$ cat src/logic/wdws_map.svh
// register offsets, field positions, reset values and timing constants of the watchdog
`ifndef WDWS_MAP_SVH
`define WDWS_MAP_SVH
`define WDWS_ADDR_W 4
`define WDWS_DATA_W 8
`define WDWS_CODE_W 4
`define WDWS_CNT_W 15
`define WDWS_ADDR_CTRL 4'h0
`define WDWS_ADDR_CONFIG 4'h1
`define WDWS_ADDR_EARLY_WARNING_OFFSET_CTRL 4'h2
`define WDWS_ADDR_IENCLR 4'h4
`define WDWS_ADDR_IENSET 4'h5
`define WDWS_ADDR_FLAGS 4'h6
`define WDWS_ADDR_STATUS 4'h7
`define WDWS_ADDR_SERVICE 4'h8
`define WDWS_ENABLE_BIT 1
`define WDWS_EW_BIT 0
`define WDWS_BUSY_BIT 7
`define WDWS_SERVICE_KEY 8'hA5
`define WDWS_BYTE_ZERO 8'h00
`define WDWS_CODE_ZERO 4'h0
`define WDWS_CNT_ZERO 15'h0000
`define WDWS_CNT_ONE 15'h0001
`define WDWS_MIN_CYCLES 15'h0008
`define WDWS_MAX_CYCLES 15'h4000
`define WDWS_MAX_CODE 4'hB
`endif

$ cat src/logic/wdws_pkg.sv
// types and the period decode shared by the watchdog files
`include "wdws_map.svh"
package wdws_pkg;
  typedef struct packed {
    logic [`WDWS_ADDR_W-1:0] addr;
    logic [`WDWS_DATA_W-1:0] wdata;
    logic wr;
    logic rd;
  } wdws_bus_req_t;

  typedef struct packed {
    logic enable;
    logic [`WDWS_CODE_W-1:0] period_code;
    logic [`WDWS_CODE_W-1:0] warning_code;
  } wdws_nvm_row_t;

  typedef enum logic [1:0] {
    WDWS_OP_NONE = 2'b00,
    WDWS_OP_CTRL = 2'b01,
    WDWS_OP_KEY = 2'b10
  } wdws_op_t;

  // reserved codes fall back to the longest setting so a bad code never shortens a period
  function automatic logic [`WDWS_CNT_W-1:0] wdws_cycles(input logic [`WDWS_CODE_W-1:0] code);
    if (code > `WDWS_MAX_CODE) begin
      wdws_cycles = `WDWS_MAX_CYCLES;
    end else begin
      wdws_cycles = `WDWS_MIN_CYCLES << code;
    end
  endfunction
endpackage

$ cat src/logic/wdws_counter.sv
// watchdog tick counter, cleared on restart or while stopped
`timescale 1ns/1ps
`include "wdws_map.svh"
module wdws_counter import wdws_pkg::*; #(
  parameter int CW = `WDWS_CNT_W
) (
  // clock and reset
  input wire logic clk,
  input wire logic rst,
  // control
  input wire logic tick,
  input wire logic run,
  input wire logic restart,
  // state
  output logic [CW-1:0] count
);
  logic [CW-1:0] count_reg;
  logic [CW-1:0] count_next;

  always_comb begin
    count_next = count_reg;
    if (restart || !run) begin
      count_next = CW'(`WDWS_CNT_ZERO);
    end else if (tick) begin
      count_next = count_reg + CW'(`WDWS_CNT_ONE);
    end
  end

  always_ff @(posedge clk) begin
    if (rst) begin
      count_reg <= CW'(`WDWS_CNT_ZERO);
    end else begin
      count_reg <= count_next;
    end
  end

  assign count = count_reg;
endmodule

$ cat src/logic/wdws_top.sv
// watchdog early warning, interrupt, sync status and service register
// Operation
// - early warning after coded count of ticks
// - warning offset loaded from user row
// - enable-clear write one disables interrupt
// - enable-set write one enables interrupt
// - flag bit 0 set at warning point
// - write one clears flag, zero ignored
// - busy bit 7 during domain transfer
// - key 0xA5 restarts timeout period
// - other service value resets system immediately
// - timeout period from 4-bit coded count
// - protected registers writable only while disabled
// - control writes and service key writes synchronized
// - one write during busy waits and completes after transfer; a later write while it waits replaces it
`timescale 1ns/1ps
`include "wdws_map.svh"
module wdws_top import wdws_pkg::*; (
  // clock and reset
  input wire logic clk,
  input wire logic rst,
  // register port
  input wire wdws_bus_req_t bus_req,
  output logic [`WDWS_DATA_W-1:0] rdata,
  // start-up configuration
  input wire wdws_nvm_row_t nvm_row,
  // watchdog count clock, sampled as a pin
  input wire logic watchdog_count_clock,
  // outputs
  output logic irq,
  output logic sys_reset_req
);
  // count clock sampling
  logic [2:0] wclk_sync_reg;
  logic [2:0] wclk_sync_next;
  logic wclk_level_reg;
  logic wclk_level_next;
  logic wclk_prev_reg;
  logic wclk_prev_next;
  logic tick;

  always_comb begin
    wclk_sync_next = {wclk_sync_reg[1:0], watchdog_count_clock};
    wclk_level_next = wclk_level_reg;
    if (wclk_sync_reg[1] == wclk_sync_reg[2]) begin
      wclk_level_next = wclk_sync_reg[2];
    end
    wclk_prev_next = wclk_level_reg;
  end

  always_ff @(posedge clk) begin
    if (rst) begin
      wclk_sync_reg <= 3'h0;
      wclk_level_reg <= 1'b0;
      wclk_prev_reg <= 1'b0;
    end else begin
      wclk_sync_reg <= wclk_sync_next;
      wclk_level_reg <= wclk_level_next;
      wclk_prev_reg <= wclk_prev_next;
    end
  end

  assign tick = wclk_level_reg && !wclk_prev_reg;

  // register state
  logic load_reg, load_next;
  logic enable_reg, enable_next;
  logic run_reg, run_next;
  logic [`WDWS_CODE_W-1:0] period_code_reg, period_code_next;
  logic [`WDWS_CODE_W-1:0] warning_offset_code_reg, warning_offset_code_next;
  logic irq_en_reg, irq_en_next;
  logic flag_reg, flag_next;
  wdws_op_t op_reg, op_next;
  wdws_op_t queue_reg, queue_next;
  logic sys_reset_reg, sys_reset_next;
  logic [`WDWS_DATA_W-1:0] rdata_reg, rdata_next;

  logic [`WDWS_CNT_W-1:0] count;
  logic [`WDWS_CNT_W-1:0] warn_limit;
  logic [`WDWS_CNT_W-1:0] period_limit;
  logic ew_hit;
  logic timeout;
  logic apply;
  logic key_apply;
  logic sync_busy_flag;
  logic wr_ctrl, wr_config, wr_early_warning_offset_ctrl, wr_ienclr, wr_ienset, wr_flags, wr_service;
  logic rd_flags;
  wdws_op_t new_op;

  assign warn_limit = wdws_cycles(warning_offset_code_reg) - `WDWS_CNT_ONE;
  assign period_limit = wdws_cycles(period_code_reg) - `WDWS_CNT_ONE;
  assign ew_hit = run_reg && tick && (count == warn_limit);
  // a key finishing on the last tick of the period still counts as serviced
  assign timeout = run_reg && tick && (count == period_limit) && !key_apply;
  assign sync_busy_flag = (op_reg != WDWS_OP_NONE);
  // a pending transfer finishes on the next count clock edge
  assign apply = sync_busy_flag && tick;
  assign key_apply = apply && (op_reg == WDWS_OP_KEY);

  assign wr_ctrl = bus_req.wr && (bus_req.addr == `WDWS_ADDR_CTRL);
  assign wr_config = bus_req.wr && (bus_req.addr == `WDWS_ADDR_CONFIG);
  assign wr_early_warning_offset_ctrl = bus_req.wr && (bus_req.addr == `WDWS_ADDR_EARLY_WARNING_OFFSET_CTRL);
  assign wr_ienclr = bus_req.wr && (bus_req.addr == `WDWS_ADDR_IENCLR);
  assign wr_ienset = bus_req.wr && (bus_req.addr == `WDWS_ADDR_IENSET);
  assign wr_flags = bus_req.wr && (bus_req.addr == `WDWS_ADDR_FLAGS);
  assign wr_service = bus_req.wr && (bus_req.addr == `WDWS_ADDR_SERVICE);
  assign rd_flags = bus_req.rd && (bus_req.addr == `WDWS_ADDR_FLAGS);

  wdws_counter #(
    .CW(`WDWS_CNT_W)
  ) wdws_counter_i (
    .clk(clk),
    .rst(rst),
    .tick(tick),
    .run(run_reg),
    .restart(key_apply || timeout),
    .count(count)
  );

  always_comb begin
    load_next = 1'b0;
    enable_next = enable_reg;
    run_next = run_reg;
    period_code_next = period_code_reg;
    warning_offset_code_next = warning_offset_code_reg;
    irq_en_next = irq_en_reg;
    flag_next = flag_reg;
    op_next = op_reg;
    queue_next = queue_reg;
    sys_reset_next = 1'b0;
    rdata_next = `WDWS_BYTE_ZERO;
    new_op = WDWS_OP_NONE;
    if (load_reg) begin
      // start-up values come from the user row, not from reset constants
      enable_next = nvm_row.enable;
      run_next = nvm_row.enable;
      period_code_next = nvm_row.period_code;
      warning_offset_code_next = nvm_row.warning_code;
    end else begin
      if (wr_ctrl) begin
        enable_next = bus_req.wdata[`WDWS_ENABLE_BIT];
        new_op = WDWS_OP_CTRL;
      end
      if (wr_config && !enable_reg) begin
        period_code_next = bus_req.wdata[`WDWS_CODE_W-1:0];
      end
      if (wr_early_warning_offset_ctrl && !enable_reg) begin
        warning_offset_code_next = bus_req.wdata[`WDWS_CODE_W-1:0];
      end
      if (wr_service) begin
        if (bus_req.wdata == `WDWS_SERVICE_KEY) begin
          new_op = WDWS_OP_KEY;
        end else begin
          sys_reset_next = 1'b1;
        end
      end
    end
    if (timeout) begin
      sys_reset_next = 1'b1;
    end
    if (wr_ienclr && bus_req.wdata[`WDWS_EW_BIT]) begin
      irq_en_next = 1'b0;
    end
    if (wr_ienset && bus_req.wdata[`WDWS_EW_BIT]) begin
      irq_en_next = 1'b1;
    end
    // the new event wins over a clear in the same cycle
    if ((wr_flags && bus_req.wdata[`WDWS_EW_BIT]) || rd_flags) begin
      flag_next = 1'b0;
    end
    if (ew_hit) begin
      flag_next = 1'b1;
    end
    // one waiting slot stands in for the bus stall; the port can never wait
    if (apply) begin
      if (op_reg == WDWS_OP_CTRL) begin
        run_next = enable_reg;
      end
      if (queue_reg != WDWS_OP_NONE) begin
        op_next = queue_reg;
        queue_next = new_op;
      end else begin
        op_next = new_op;
        queue_next = WDWS_OP_NONE;
      end
    end else if (new_op != WDWS_OP_NONE) begin
      if (sync_busy_flag) begin
        queue_next = new_op;
      end else begin
        op_next = new_op;
      end
    end
    if (bus_req.rd) begin
      unique case (bus_req.addr)
        `WDWS_ADDR_CTRL: rdata_next[`WDWS_ENABLE_BIT] = enable_reg;
        `WDWS_ADDR_CONFIG: rdata_next[`WDWS_CODE_W-1:0] = period_code_reg;
        `WDWS_ADDR_EARLY_WARNING_OFFSET_CTRL: rdata_next[`WDWS_CODE_W-1:0] = warning_offset_code_reg;
        `WDWS_ADDR_IENCLR: rdata_next[`WDWS_EW_BIT] = irq_en_reg;
        `WDWS_ADDR_IENSET: rdata_next[`WDWS_EW_BIT] = irq_en_reg;
        `WDWS_ADDR_FLAGS: rdata_next[`WDWS_EW_BIT] = flag_reg;
        `WDWS_ADDR_STATUS: rdata_next[`WDWS_BUSY_BIT] = sync_busy_flag;
        default: rdata_next = `WDWS_BYTE_ZERO;
      endcase
    end
  end

  always_ff @(posedge clk) begin
    if (rst) begin
      load_reg <= 1'b1;
      enable_reg <= 1'b0;
      run_reg <= 1'b0;
      period_code_reg <= `WDWS_CODE_ZERO;
      warning_offset_code_reg <= `WDWS_CODE_ZERO;
      irq_en_reg <= 1'b0;
      flag_reg <= 1'b0;
      op_reg <= WDWS_OP_NONE;
      queue_reg <= WDWS_OP_NONE;
      sys_reset_reg <= 1'b0;
      rdata_reg <= `WDWS_BYTE_ZERO;
    end else begin
      load_reg <= load_next;
      enable_reg <= enable_next;
      run_reg <= run_next;
      period_code_reg <= period_code_next;
      warning_offset_code_reg <= warning_offset_code_next;
      irq_en_reg <= irq_en_next;
      flag_reg <= flag_next;
      op_reg <= op_next;
      queue_reg <= queue_next;
      sys_reset_reg <= sys_reset_next;
      rdata_reg <= rdata_next;
    end
  end

  assign rdata = rdata_reg;
  assign sys_reset_req = sys_reset_reg;
  assign irq = flag_reg && irq_en_reg;

  AST_EW_SETS_FLAG: assert property (@(posedge clk) disable iff (rst)
    ew_hit |=> flag_reg && (irq == irq_en_reg))
    else $error("early warning did not set the flag");

  AST_EW_POINT: assert property (@(posedge clk) disable iff (rst)
    $rose(flag_reg) |-> $past(tick) && ($past(count) == $past(warn_limit)))
    else $error("flag rose away from the warning point");

  AST_IEN_CLEAR: assert property (@(posedge clk) disable iff (rst)
    (wr_ienclr && bus_req.wdata[`WDWS_EW_BIT]) |=> !irq_en_reg && !irq)
    else $error("enable clear did not disable the interrupt");

  AST_IEN_SET: assert property (@(posedge clk) disable iff (rst)
    (wr_ienset && bus_req.wdata[`WDWS_EW_BIT]) |=> irq_en_reg)
    else $error("enable set did not enable the interrupt");

  AST_FLAG_W1C: assert property (@(posedge clk) disable iff (rst)
    (wr_flags && bus_req.wdata[`WDWS_EW_BIT] && !ew_hit) |=> !flag_reg)
    else $error("write one did not clear the flag");

  AST_BUSY_SET: assert property (@(posedge clk) disable iff (rst)
    (!load_reg && (wr_ctrl || (wr_service && bus_req.wdata == `WDWS_SERVICE_KEY)))
    |=> sync_busy_flag)
    else $error("busy not set by a synchronized write");

  AST_BUSY_CLEAR: assert property (@(posedge clk) disable iff (rst)
    (apply && queue_reg == WDWS_OP_NONE && !wr_ctrl && !wr_service) |=> !sync_busy_flag)
    else $error("busy not cleared after the transfer");

  AST_QUEUED_RUNS: assert property (@(posedge clk) disable iff (rst)
    (apply && queue_reg != WDWS_OP_NONE) |=> sync_busy_flag && (op_reg == $past(queue_reg)))
    else $error("queued operation lost");

  AST_KEY_RESTART: assert property (@(posedge clk) disable iff (rst)
    key_apply |=> (count == `WDWS_CNT_ZERO)
    && (sys_reset_req == $past(wr_service && (bus_req.wdata != `WDWS_SERVICE_KEY))))
    else $error("key did not restart the period");

  AST_BAD_KEY: assert property (@(posedge clk) disable iff (rst)
    (wr_service && !load_reg && bus_req.wdata != `WDWS_SERVICE_KEY) |=> sys_reset_req)
    else $error("wrong key did not reset the system");

  AST_TIMEOUT: assert property (@(posedge clk) disable iff (rst)
    timeout |=> sys_reset_req ##1 (count <= `WDWS_CNT_ONE))
    else $error("timeout did not reset the system");

  AST_PROTECT: assert property (@(posedge clk) disable iff (rst)
    (wr_early_warning_offset_ctrl && enable_reg && !load_reg) |=> $stable(warning_offset_code_reg))
    else $error("protected register changed while enabled");

  AST_IRQ_FOLLOWS: assert property (@(posedge clk) disable iff (rst)
    (ew_hit && irq_en_reg && !wr_ienclr) |=> irq)
    else $error("interrupt not raised on an enabled warning");

  AST_LOAD_OFFSET: assert property (@(posedge clk) disable iff (rst)
    load_reg |=> warning_offset_code_reg == $past(nvm_row.warning_code))
    else $error("warning offset not loaded from the user row");

  AST_STATUS_READ: assert property (@(posedge clk) disable iff (rst)
    (bus_req.rd && (bus_req.addr == `WDWS_ADDR_STATUS))
    |=> rdata[`WDWS_BUSY_BIT] == $past(sync_busy_flag))
    else $error("status read does not show the busy state");

  AST_CTRL_APPLY: assert property (@(posedge clk) disable iff (rst)
    (apply && (op_reg == WDWS_OP_CTRL)) |=> run_reg == $past(enable_reg))
    else $error("control transfer did not reach the counter");
endmodule

$ cat config.mk
export PLATFORM = sky130hd
export DESIGN_NAME = wdws_top
export DESIGN_NICKNAME = d
export VERILOG_FILES = /design/src/logic/wdws_pkg.sv /design/src/logic/wdws_counter.sv /design/src/logic/wdws_top.sv
export VERILOG_INCLUDE_DIRS = /design/src /design/src/logic
export SDC_FILE = /design/constraint.sdc
export NUM_CORES = 1
export LEC_CHECK = 0
export BUFFER_PORTS_ARGS = -buffer_cell sky130_fd_sc_hd__buf_2
export CAP_MARGIN = 10
export CORE_MARGIN = 2
export CORE_UTILIZATION = 35
export DETAILED_ROUTE_END_ITERATION = 8
export GPL_ROUTABILITY_DRIVEN = 1
export PLACE_DENSITY = 0.5
export SYNTH_ARGS = -nofsm -noshare
export SYNTH_HDL_FRONTEND = slang
export SYNTH_HIERARCHICAL = 1
export SYNTH_SLANG_ARGS = --single-unit
$ cat constraint.sdc
create_clock -name clk -period 3.5 [get_ports clk]
set_input_delay 0 -clock clk [delete_from_list [all_inputs] [get_ports clk]]
set_output_delay 0 -clock clk [all_outputs]
set_load 0.02 [all_outputs]
-- Yosys cells after proc, flatten, opt, wreduce, memory -nomap -nowiden
Cells that the tools add are included.
- bits in registers: 46
- bits in latches: 0
- RAM bits: 0
- bits in read-only memories: 0
- input bits: 26
- output and inout port bits: 10
- logic and storage cells: 120
- memories: 0
- $add $sub $neg: 3
- multipliers: 0
- div/mod/pow operators: 0
- order comparisons: 2
- equal/unequal tests: 14
- shifts and indexed selects: 2
- muxes and demuxes: 35
- bitwise logic cells: 2
- reduce and logical (&&, ||, !) cells: 45
- operators with widths (cell ; number):
    15-bit equality test ; 2
    15-bit 2-to-1 mux ; 2
    4-bit by 4-bit << shifter with 15-bit output (first input constant) ; 2
    15-bit by 1-bit subtractor with 15-bit output (second input constant) ; 2
    2-bit 2-to-1 mux ; 11
    1-bit logical AND ; 21
    2-bit nonzero test ; 10
    4-bit by 3-bit equality test with 1-bit output (second input constant) ; 4
    4-bit 2-to-1 mux ; 4
    15-bit by 1-bit adder with 15-bit output (second input constant) ; 1
    1-bit 2-to-1 mux ; 15
    8-bit equality test (second input constant) ; 1
    4-bit greater-than comparator (second input constant) ; 2
    2-bit OR reduction ; 3
    4-bit by 1-bit equality test with 1-bit output (second input constant) ; 1
    4-bit by 2-bit equality test with 1-bit output (second input constant) ; 1
    4-bit equality test (second input constant) ; 1
    1-bit logical NOT ; 4
    4-bit logical NOT ; 1
    1-bit one-hot mux with 4 select lines ; 1
    2-bit one-hot mux with 2 select lines ; 1
    2-bit AND reduction ; 2
    1-bit logical OR ; 3
    1-bit one-hot mux with 3 select lines ; 1
    6 further kinds ; 7

-- Longest topological paths before layout
Gate-level depths: netlist of the first run.
- depth after elaboration: 9
- gate-level depth with buffers: 14
- depth with buffers taken out: 12

-- Hierarchy
The synthesis of the first run kept the hierarchy.
- by module, submodules not included (module ; instances ; cells each ; area each (µm²)):
    wdws_top ; 1 ; 293 ; 2160.8
    wdws_counter ; 1 ; 80 ; 708.2

-- Least setup slack after synthesis of the first run
Ideal clock, no wire load.
- path kind: register -> register
- start: reg period_code_reg[3]
- end: reg wdws_counter_i.count_reg[10], in the netlist wdws_counter_i/count[10]
- data arrival time: 2629 ps
- required time: 3429 ps
- setup slack: 800 ps
- cell stages (with the launch flop): 15
- path buffers: 3
- period minus slack after synthesis: 2700 ps
- cell sequence: dfxtp_1 > buf_4 > nor2_2 > nand3b_1 > ha_1 > buf_2 > nor3_1 > a21oi_1 > o21ai_0 > xor2_1 > or3_1 > o21ai_1 > or3b_2 > clkbuf_1 > a21oi_1
- word-level cells in the longest chain between the ends: 9
- ends and longest elaborated chain (element ; line ; text):
    start: declaration ; wdws_top.sv:69 ; logic [`WDWS_CODE_W-1:0] period_code_reg, period_code_next;
    start signal: assignment ; wdws_top.sv:212 ; period_code_reg <= `WDWS_CODE_ZERO;
    start signal: assignment ; wdws_top.sv:224 ; period_code_reg <= period_code_next;
    4-bit greater-than comparator (no source line) / 4-bit by 4-bit << shifter with 15-bit output (equally long branches) ; - ;
    15-bit 2-to-1 mux (*) ; wdws_pkg.sv:25 ; if (code > `WDWS_MAX_CODE) begin
    15-bit by 1-bit subtractor with 15-bit output (no source line) (*) ; - ;
    15-bit equality test (*) ; wdws_top.sv:94 ; assign timeout = run_reg && tick && (count == period_limit) && !key_apply;
    1-bit logical AND (*) (2 in a row) ; wdws_top.sv:94 ;
    1-bit logical OR (*) ; wdws_top.sv:116 ; .restart(key_apply || timeout),
    1-bit logical OR (*) ; wdws_counter.sv:22 ; if (restart || !run) begin
    2-bit OR reduction (no source line) (*) ; - ;
    end signal: assignment ; wdws_counter.sv:31 ; count_reg <= CW'(`WDWS_CNT_ZERO);
    end signal: assignment ; wdws_counter.sv:33 ; count_reg <= count_next;
    end: declaration ; wdws_counter.sv:17 ; logic [CW-1:0] count_reg;
Every way passes the cells marked *; elsewhere a longest branch is shown, timed or not.
A chain may end at the register's enable or synchronous reset.

-- Worst setup path in the final report of the first run
- start: reg period_code_reg[1]
- end: reg wdws_counter_i.count_reg[14], in the netlist wdws_counter_i/count[14]
Same word-level chain as after synthesis.

==> impl_metrics.csv, run 1 <==
group,metric,value,unit
sta,finalSetupViolations,0,
yosys,netlist_instances,373,
yosys,ys.flop_type,"dfxtp_1",
floorplan,dieWidth,94.5,um
floorplan,fp.dieH,94.5,um
final_layout,nets,425,
global_route,grt_pass1_wl,12100,um
yosys,yosysTopAreaCellShare,30.0,%
routing,dr.pass1.iters,5,
yosys,synth-edff-count,0,
final_layout,seq_area,861,um^2
routing,via_per_inst,5.51,
global_route,track_usage,17.1,%
power,p_leak,1.10,nW
final_layout,largest_reg_flops,15,
floorplan,ioPinCount,36,
global_route,antenna_found_initial,0,
job,drv_cap,0,
routing,dr_total_vias,2760,
setup_path,path_class,"flop to flop",
floorplan,rows,33,
yosys,ys_types,59,
sta,clock-skew-final,0.00948,ns
yosys,synth_top_area_cell,"dfxtp_1",
sta,tns,0,ns
routing,drt-initial-drc-count,137,
yosys,ys_seq_area_share,30.0,%
placement,dpl.hpwl,5320,um
setup_path,required,3.72,ns
clock_tree,cts_tree,"built",
sta,slew_headroom,47.9,%
clock_tree,root_buffer,"clkbuf_8",
routing,routed_wl,7400,um
setup_path,path_max_fanout,15,
placement,port_buffers,32,
sta,fmax,327,MHz
final_layout,final_common_cell,"dfxtp_1",
final_layout,final_util,39.5,%
floorplan,start_util,35.5,%
worst_hold_path,hp-class,"primary input to flop",
worst_hold_path,min_path_cells,3,
clock_tree,cts_buffer_depth,2,
final_layout,final_layout_size_suffix_gt1_share,13.4,%
power,power_density,323,nW/um^2
routing,post_drt_wl_per_cell,14.8,um
power,worst_ir_drop_vdd,0.180,mV
sta,hold_viol_final,0,
yosys,avgSynthCellArea,7.69,um^2
routing,detail-route-antenna-nets,0,
routing,drc_errors,0,
setup_path,end_kind,"flop",
yosys,ys_warn_count,6,
placement,placed_cells,487,
setup_path,cp.arrival,3.28,ns
clock_tree,cts_max_level,2,
final_layout,area.growth.synth_to_final,11.5,%
setup_path,reg2reg_depth,12,
clock_tree,cts.sinks,43,
sta,period_minus_slack,3.06,ns
clock_tree,insertion_delay,0.30,ns
final_layout,insertedDiodeCount,0,
clock_tree,cts-buffers-inserted,5,
sta,rsz0062_at_grt,"false",
final_layout,layout_common_cells,"43 x dfxtp_1, 36 x nand2_1, 32 x buf_2, 29 x nor2_1, 28 x a21oi_1",
yosys,synth-seq-cells,43,
clock_tree,cts_resized,0,
global_route,grt_overflow,0,
setup_path,worstSetupStartpointType,"flop",
clock_tree,cts.reportedPaths.clkPinSlew,0.08,ns
global_route,grt_max_degree,29,
yosys,synthArstFlopShare,0,%
final_layout,fin_cells,501,
final_layout,multi_input_area,1840,um^2
final_layout,filler_cell_count,891,
global_route,grt_pass1_vias,2485,
sta,min_period_over_period,87.4,%
run_status,outcome,"completed",
floorplan,die_area,8940,um^2
floorplan,coreArea,8090,um^2
yosys,synthTopCellsByArea,"dfxtp_1 30%, a21oi_1 4.9%, nand2_1 4.7%",
sta,slew_viol_final,0,
placement,gp_congestion,0.870,
yosys,post_synth_instance_area,2870,um^2
sta,tightest_slew,0.780,ns
==> synth_stat cells, types with 10 or more instances <==
| library cell | number |
|---|---|
| clkbuf_1 | 12 |
| buf_2 | 10 |
| nand2_1 | 36 |
| o21ai_0 | 14 |
| mux2i_1 | 12 |
| nor2_1 | 29 |
| a21oi_1 | 28 |
| nand2b_1 | 14 |
| nand3_1 | 19 |
| nor3_1 | 13 |
| dfxtp_1 | 43 |
| nor2b_1 | 12 |
==> kinds of logic after synthesis <==
family                   synth area share [%]
AO/OA/AOI/OAI                            21.6
other                                   0.131
XOR/XNOR                                 4.58
flip-flops                               30.0
buffers and inverters                    6.06
adder cells (fa/ha/maj)                  1.31
multiplexers                             5.10
AND/OR/NAND/NOR                          31.2
==> worst max-delay path, stage by stage (launching register included) <==
cell and delay, ns:
dfxtp_1 0.60, nor2_1 0.13, nand2_1 0.10, ha_1 0.39, nor2_1 0.07, mux2_4 0.26, a32oi_1 0.19, xnor2_1 0.14
or3_1 0.15, o21ai_1 0.09, nor3b_1 0.63, nand2b_1 0.10, mux2i_1 0.15
==> what timing repair did <==
| action | 4_1_cts | 5_1_grt |
|---|---|---|
| buffers inserted | 0 | 0 |
| hold buffers | 7 | 0 |
| endpoints found under the hold margin | 7 | 0 |
==> power by group <==
group	internal, mW	switching, mW
combinational	0.0897	0.107
sequential	0.499	0.0247
clock	0.137	0.177
==> through the flow <==
step	total power, mW	setup slack [ns]	area, um^2	hold slack (ns)
global route	1.09	0.0623	3200	0.0537
CTS	1.05	0.442	3200	0.00626
global placement	0.725	0.553	3050	0.226
detailed placement	0.725	0.451	3050	0.216
floorplan	0.676	0.800	2880	0.0277
finish	1.03	0.440	3200	0.0158
==> cell type report <==
cell class	count	share of cell area, %
well taps	105	4.11
multi-input cells	296	57.6
clock buffers	5	2.15
inverters	8	0.939
repair buffers	42	7.90
flip-flops and latches	43	26.9
clock inverters	2	0.430
==> worst paths after layout <==
check                           slack [ns]                from                  endpoint
worst max-delay path                  0.44  period_code_reg[1]  wdws_counter_i/count[14]
worst max register to register        0.44  period_code_reg[1]  wdws_counter_i/count[14]
worst min-delay path                  0.02         bus_req[10]                  rdata[7]
worst min register to register        0.46    wclk_sync_reg[0]          wclk_sync_reg[1]
==> layer usage <==
metal  part of all wire (%)  track usage, %
met5                      0               0
met4                   0.65            2.54
met3                    4.3            2.63
met2                     47            28.3
met1                     48            23.9
No activity file was read; power rests on OpenSTA's default activity.
==> run 2: changes to the inputs <==
--- a/config.mk
+++ b/config.mk
@@ -6,13 +6,15 @@
 export SDC_FILE = /design/constraint.sdc
 export NUM_CORES = 1
 export LEC_CHECK = 0
-export BUFFER_PORTS_ARGS = -buffer_cell sky130_fd_sc_hd__buf_2
+export BUFFER_PORTS_ARGS = -buffer_cell sky130_fd_sc_hd__clkbuf_2
 export CAP_MARGIN = 10
 export CORE_MARGIN = 2
 export CORE_UTILIZATION = 35
 export DETAILED_ROUTE_END_ITERATION = 8
 export GPL_ROUTABILITY_DRIVEN = 1
 export PLACE_DENSITY = 0.5
+export REMOVE_ABC_BUFFERS = 1
+export SLEW_MARGIN = 20
 export SYNTH_ARGS = -nofsm -noshare
 export SYNTH_HDL_FRONTEND = slang
 export SYNTH_HIERARCHICAL = 1
==> impl_metrics.csv, run 2 (synthesized netlist as in run 1, its figures left out) <==
group,metric,value,unit
setup_path,cp_common_cell,"nor2_1",
floorplan,fp.dieH,94.5,um
worst_hold_path,min_path_cells,3,
placement,dpl.hpwl,5370,um
power,worst_ir_drop_vdd,0.220,mV
routing,drt-initial-drc-count,201,
sta,hold_viol_final,0,
floorplan,die_area,8940,um^2
setup_path,reg2reg_to,"wdws_counter_i/count[14]",
final_layout,largest_reg_flops,15,
routing,dr.pass1.iters,4,
setup_path,cp_top_family,"simple AND/OR/NAND/NOR gates",
setup_path,slowest_stage,"nor3b_1",
final_layout,nets,427,
setup_path,reg2reg_depth,12,
setup_path,critical-path-max-stage-delay,0.66,ns
routing,drc_errors,0,
worst_hold_path,min_from,"bus_req[10]",
setup_path,end_kind,"flop",
clock_tree,insertion_delay,0.29,ns
setup_path,critical_path.reg2reg.startpoint,"period_code_reg[0]",
worst_hold_path,hp-class,"primary input to flop",
floorplan,start_util,35.5,%
global_route,grt_pass1_vias,2396,
clock_tree,cts.sinks,43,
setup_path,critPathBufInv,0,
clock_tree,cts_max_level,2,
sta,setup_ws,0.464,ns
worst_hold_path,holdPathEnd,"rdata[7]",
clock_tree,cts.reportedPaths.clkPinSlew,0.09,ns
placement,dpl_cell_area,3060,um^2
setup_path,cp.arrival,3.25,ns
final_layout,final_util,39.7,%
final_layout,layout_common_cells,"43 x dfxtp_1, 36 x nand2_1, 32 x clkbuf_2, 29 x nor2_1, 28 x a21oi_1",
setup_path,path_max_fanout,13,
clock_tree,post_cts_buffers,0,
placement,place_ws,0.520,ns
final_layout,fin_cells,503,
setup_path,required,3.72,ns
routing,dr_total_vias,2712,
sta,period_minus_slack,3.04,ns
job,drv_cap,0,
final_layout,area.growth.synth_to_final,12.0,%
setup_path,cp_cell_sequence,"nor2_1 > nand2_1 > ha_1 > nor2_1 > mux2_4 > a32oi_1 > xnor2_1 > or3_1 > o21ai_1 > nor3b_1 > nand2b_1 > mux2i_1",
sta,tightest_slew,0.779,ns
placement,placed_cells,489,
global_route,track_usage,17.0,%
final_layout,insertedDiodeCount,0,
sta,finalSetupViolations,0,
sta,rsz0062_at_grt,"false",
global_route,antenna_found_initial,0,
floorplan,dieWidth,94.5,um
power,p_leak,1.11,nW
clock_tree,cts-buffers-inserted,5,
final_layout,finalInstanceArea,3210,um^2
sta,tns,0,ns
placement,gp_congestion,0.852,
global_route,grt_pass1_wl,12100,um
sta,slew_headroom,47.9,%
power,power_density,320,nW/um^2
floorplan,rows,33,
sta,min_period_over_period,86.8,%
routing,detail-route-antenna-nets,0,
sta,fmax,329,MHz
clock_tree,cts_tree,"built",
run_status,outcome,"completed",
routing,post_drt_wl_per_cell,14.5,um
global_route,grt_max_degree,29,
floorplan,coreArea,8090,um^2
floorplan,ioPinCount,36,
final_layout,final_layout_size_suffix_gt1_share,13.8,%
clock_tree,cts_buffer_depth,2,
final_layout,final_common_cell,"dfxtp_1",
clock_tree,root_buffer,"clkbuf_8",
sta,slew_viol_final,0,
global_route,grt_overflow,0,
power,power,1.03,mW
sta,clock-skew-final,0.0120,ns
placement,port_buffers,32,
setup_path,rrSetupSlack,0.46,ns
routing,routed_wl,7280,um
setup_path,path_class,"flop to flop",
setup_path,worstSetupStartpointType,"flop",
sta,fin_hold_ws,0.0489,ns
routing,via_per_inst,5.39,
run 2: report_power, final:
| group | switching (mW) | internal, mW | total [mW] |
|---|---|---|---|
| Sequential | 0.0181 | 0.499 | 0.517 |
| Clock | 0.172 | 0.137 | 0.308 |
| Combinational | 0.111 | 0.0912 | 0.202 |
| Total | 0.301 | 0.727 | 1.03 |
run 2: tightest hold or removal path, cell delays in order:
cell and delay, ns:
clkbuf_2 0.15, nand3_1 0.10, nor3_1 0.05
run 2: area by class of cell:
type | instances | area (um^2)
clock buffer | 5 | 68.8
clock inverter | 2 | 13.8
fill | 880 | 4880
inverter | 8 | 30.0
multi-input combinational | 296 | 1840
sequential | 43 | 861
tap | 105 | 131
timing repair buffer | 44 | 268
run 2: per-layer routing:
metal	wire length (um)	global-route usage [%]
met1	3740	25.4
met2	3240	25.0
met3	217	2.47
met4	91	5.19
met5	0	0
run 2: worst max-delay path by stage:
stage	to	depth (start not counted)	startpoint
2_1_floorplan	wdws_counter_i/count[12]	12	period_code_reg[3]
3_3_place_gp	wdws_counter_i/count[14]	12	period_code_reg[0]
3_5_place_dp	wdws_counter_i/count[12]	12	period_code_reg[0]
4_1_cts	wdws_counter_i/count[12]	12	period_code_reg[0]
5_1_grt	wdws_counter_i/count[12]	12	period_code_reg[0]
6_report	wdws_counter_i/count[14]	12	period_code_reg[0]
run 2: what timing repair did:
item | in CTS | in global routing
hold buffers | 7 | 0
endpoints found under the hold margin | 7 | 0
resized for setup | 0 | 0
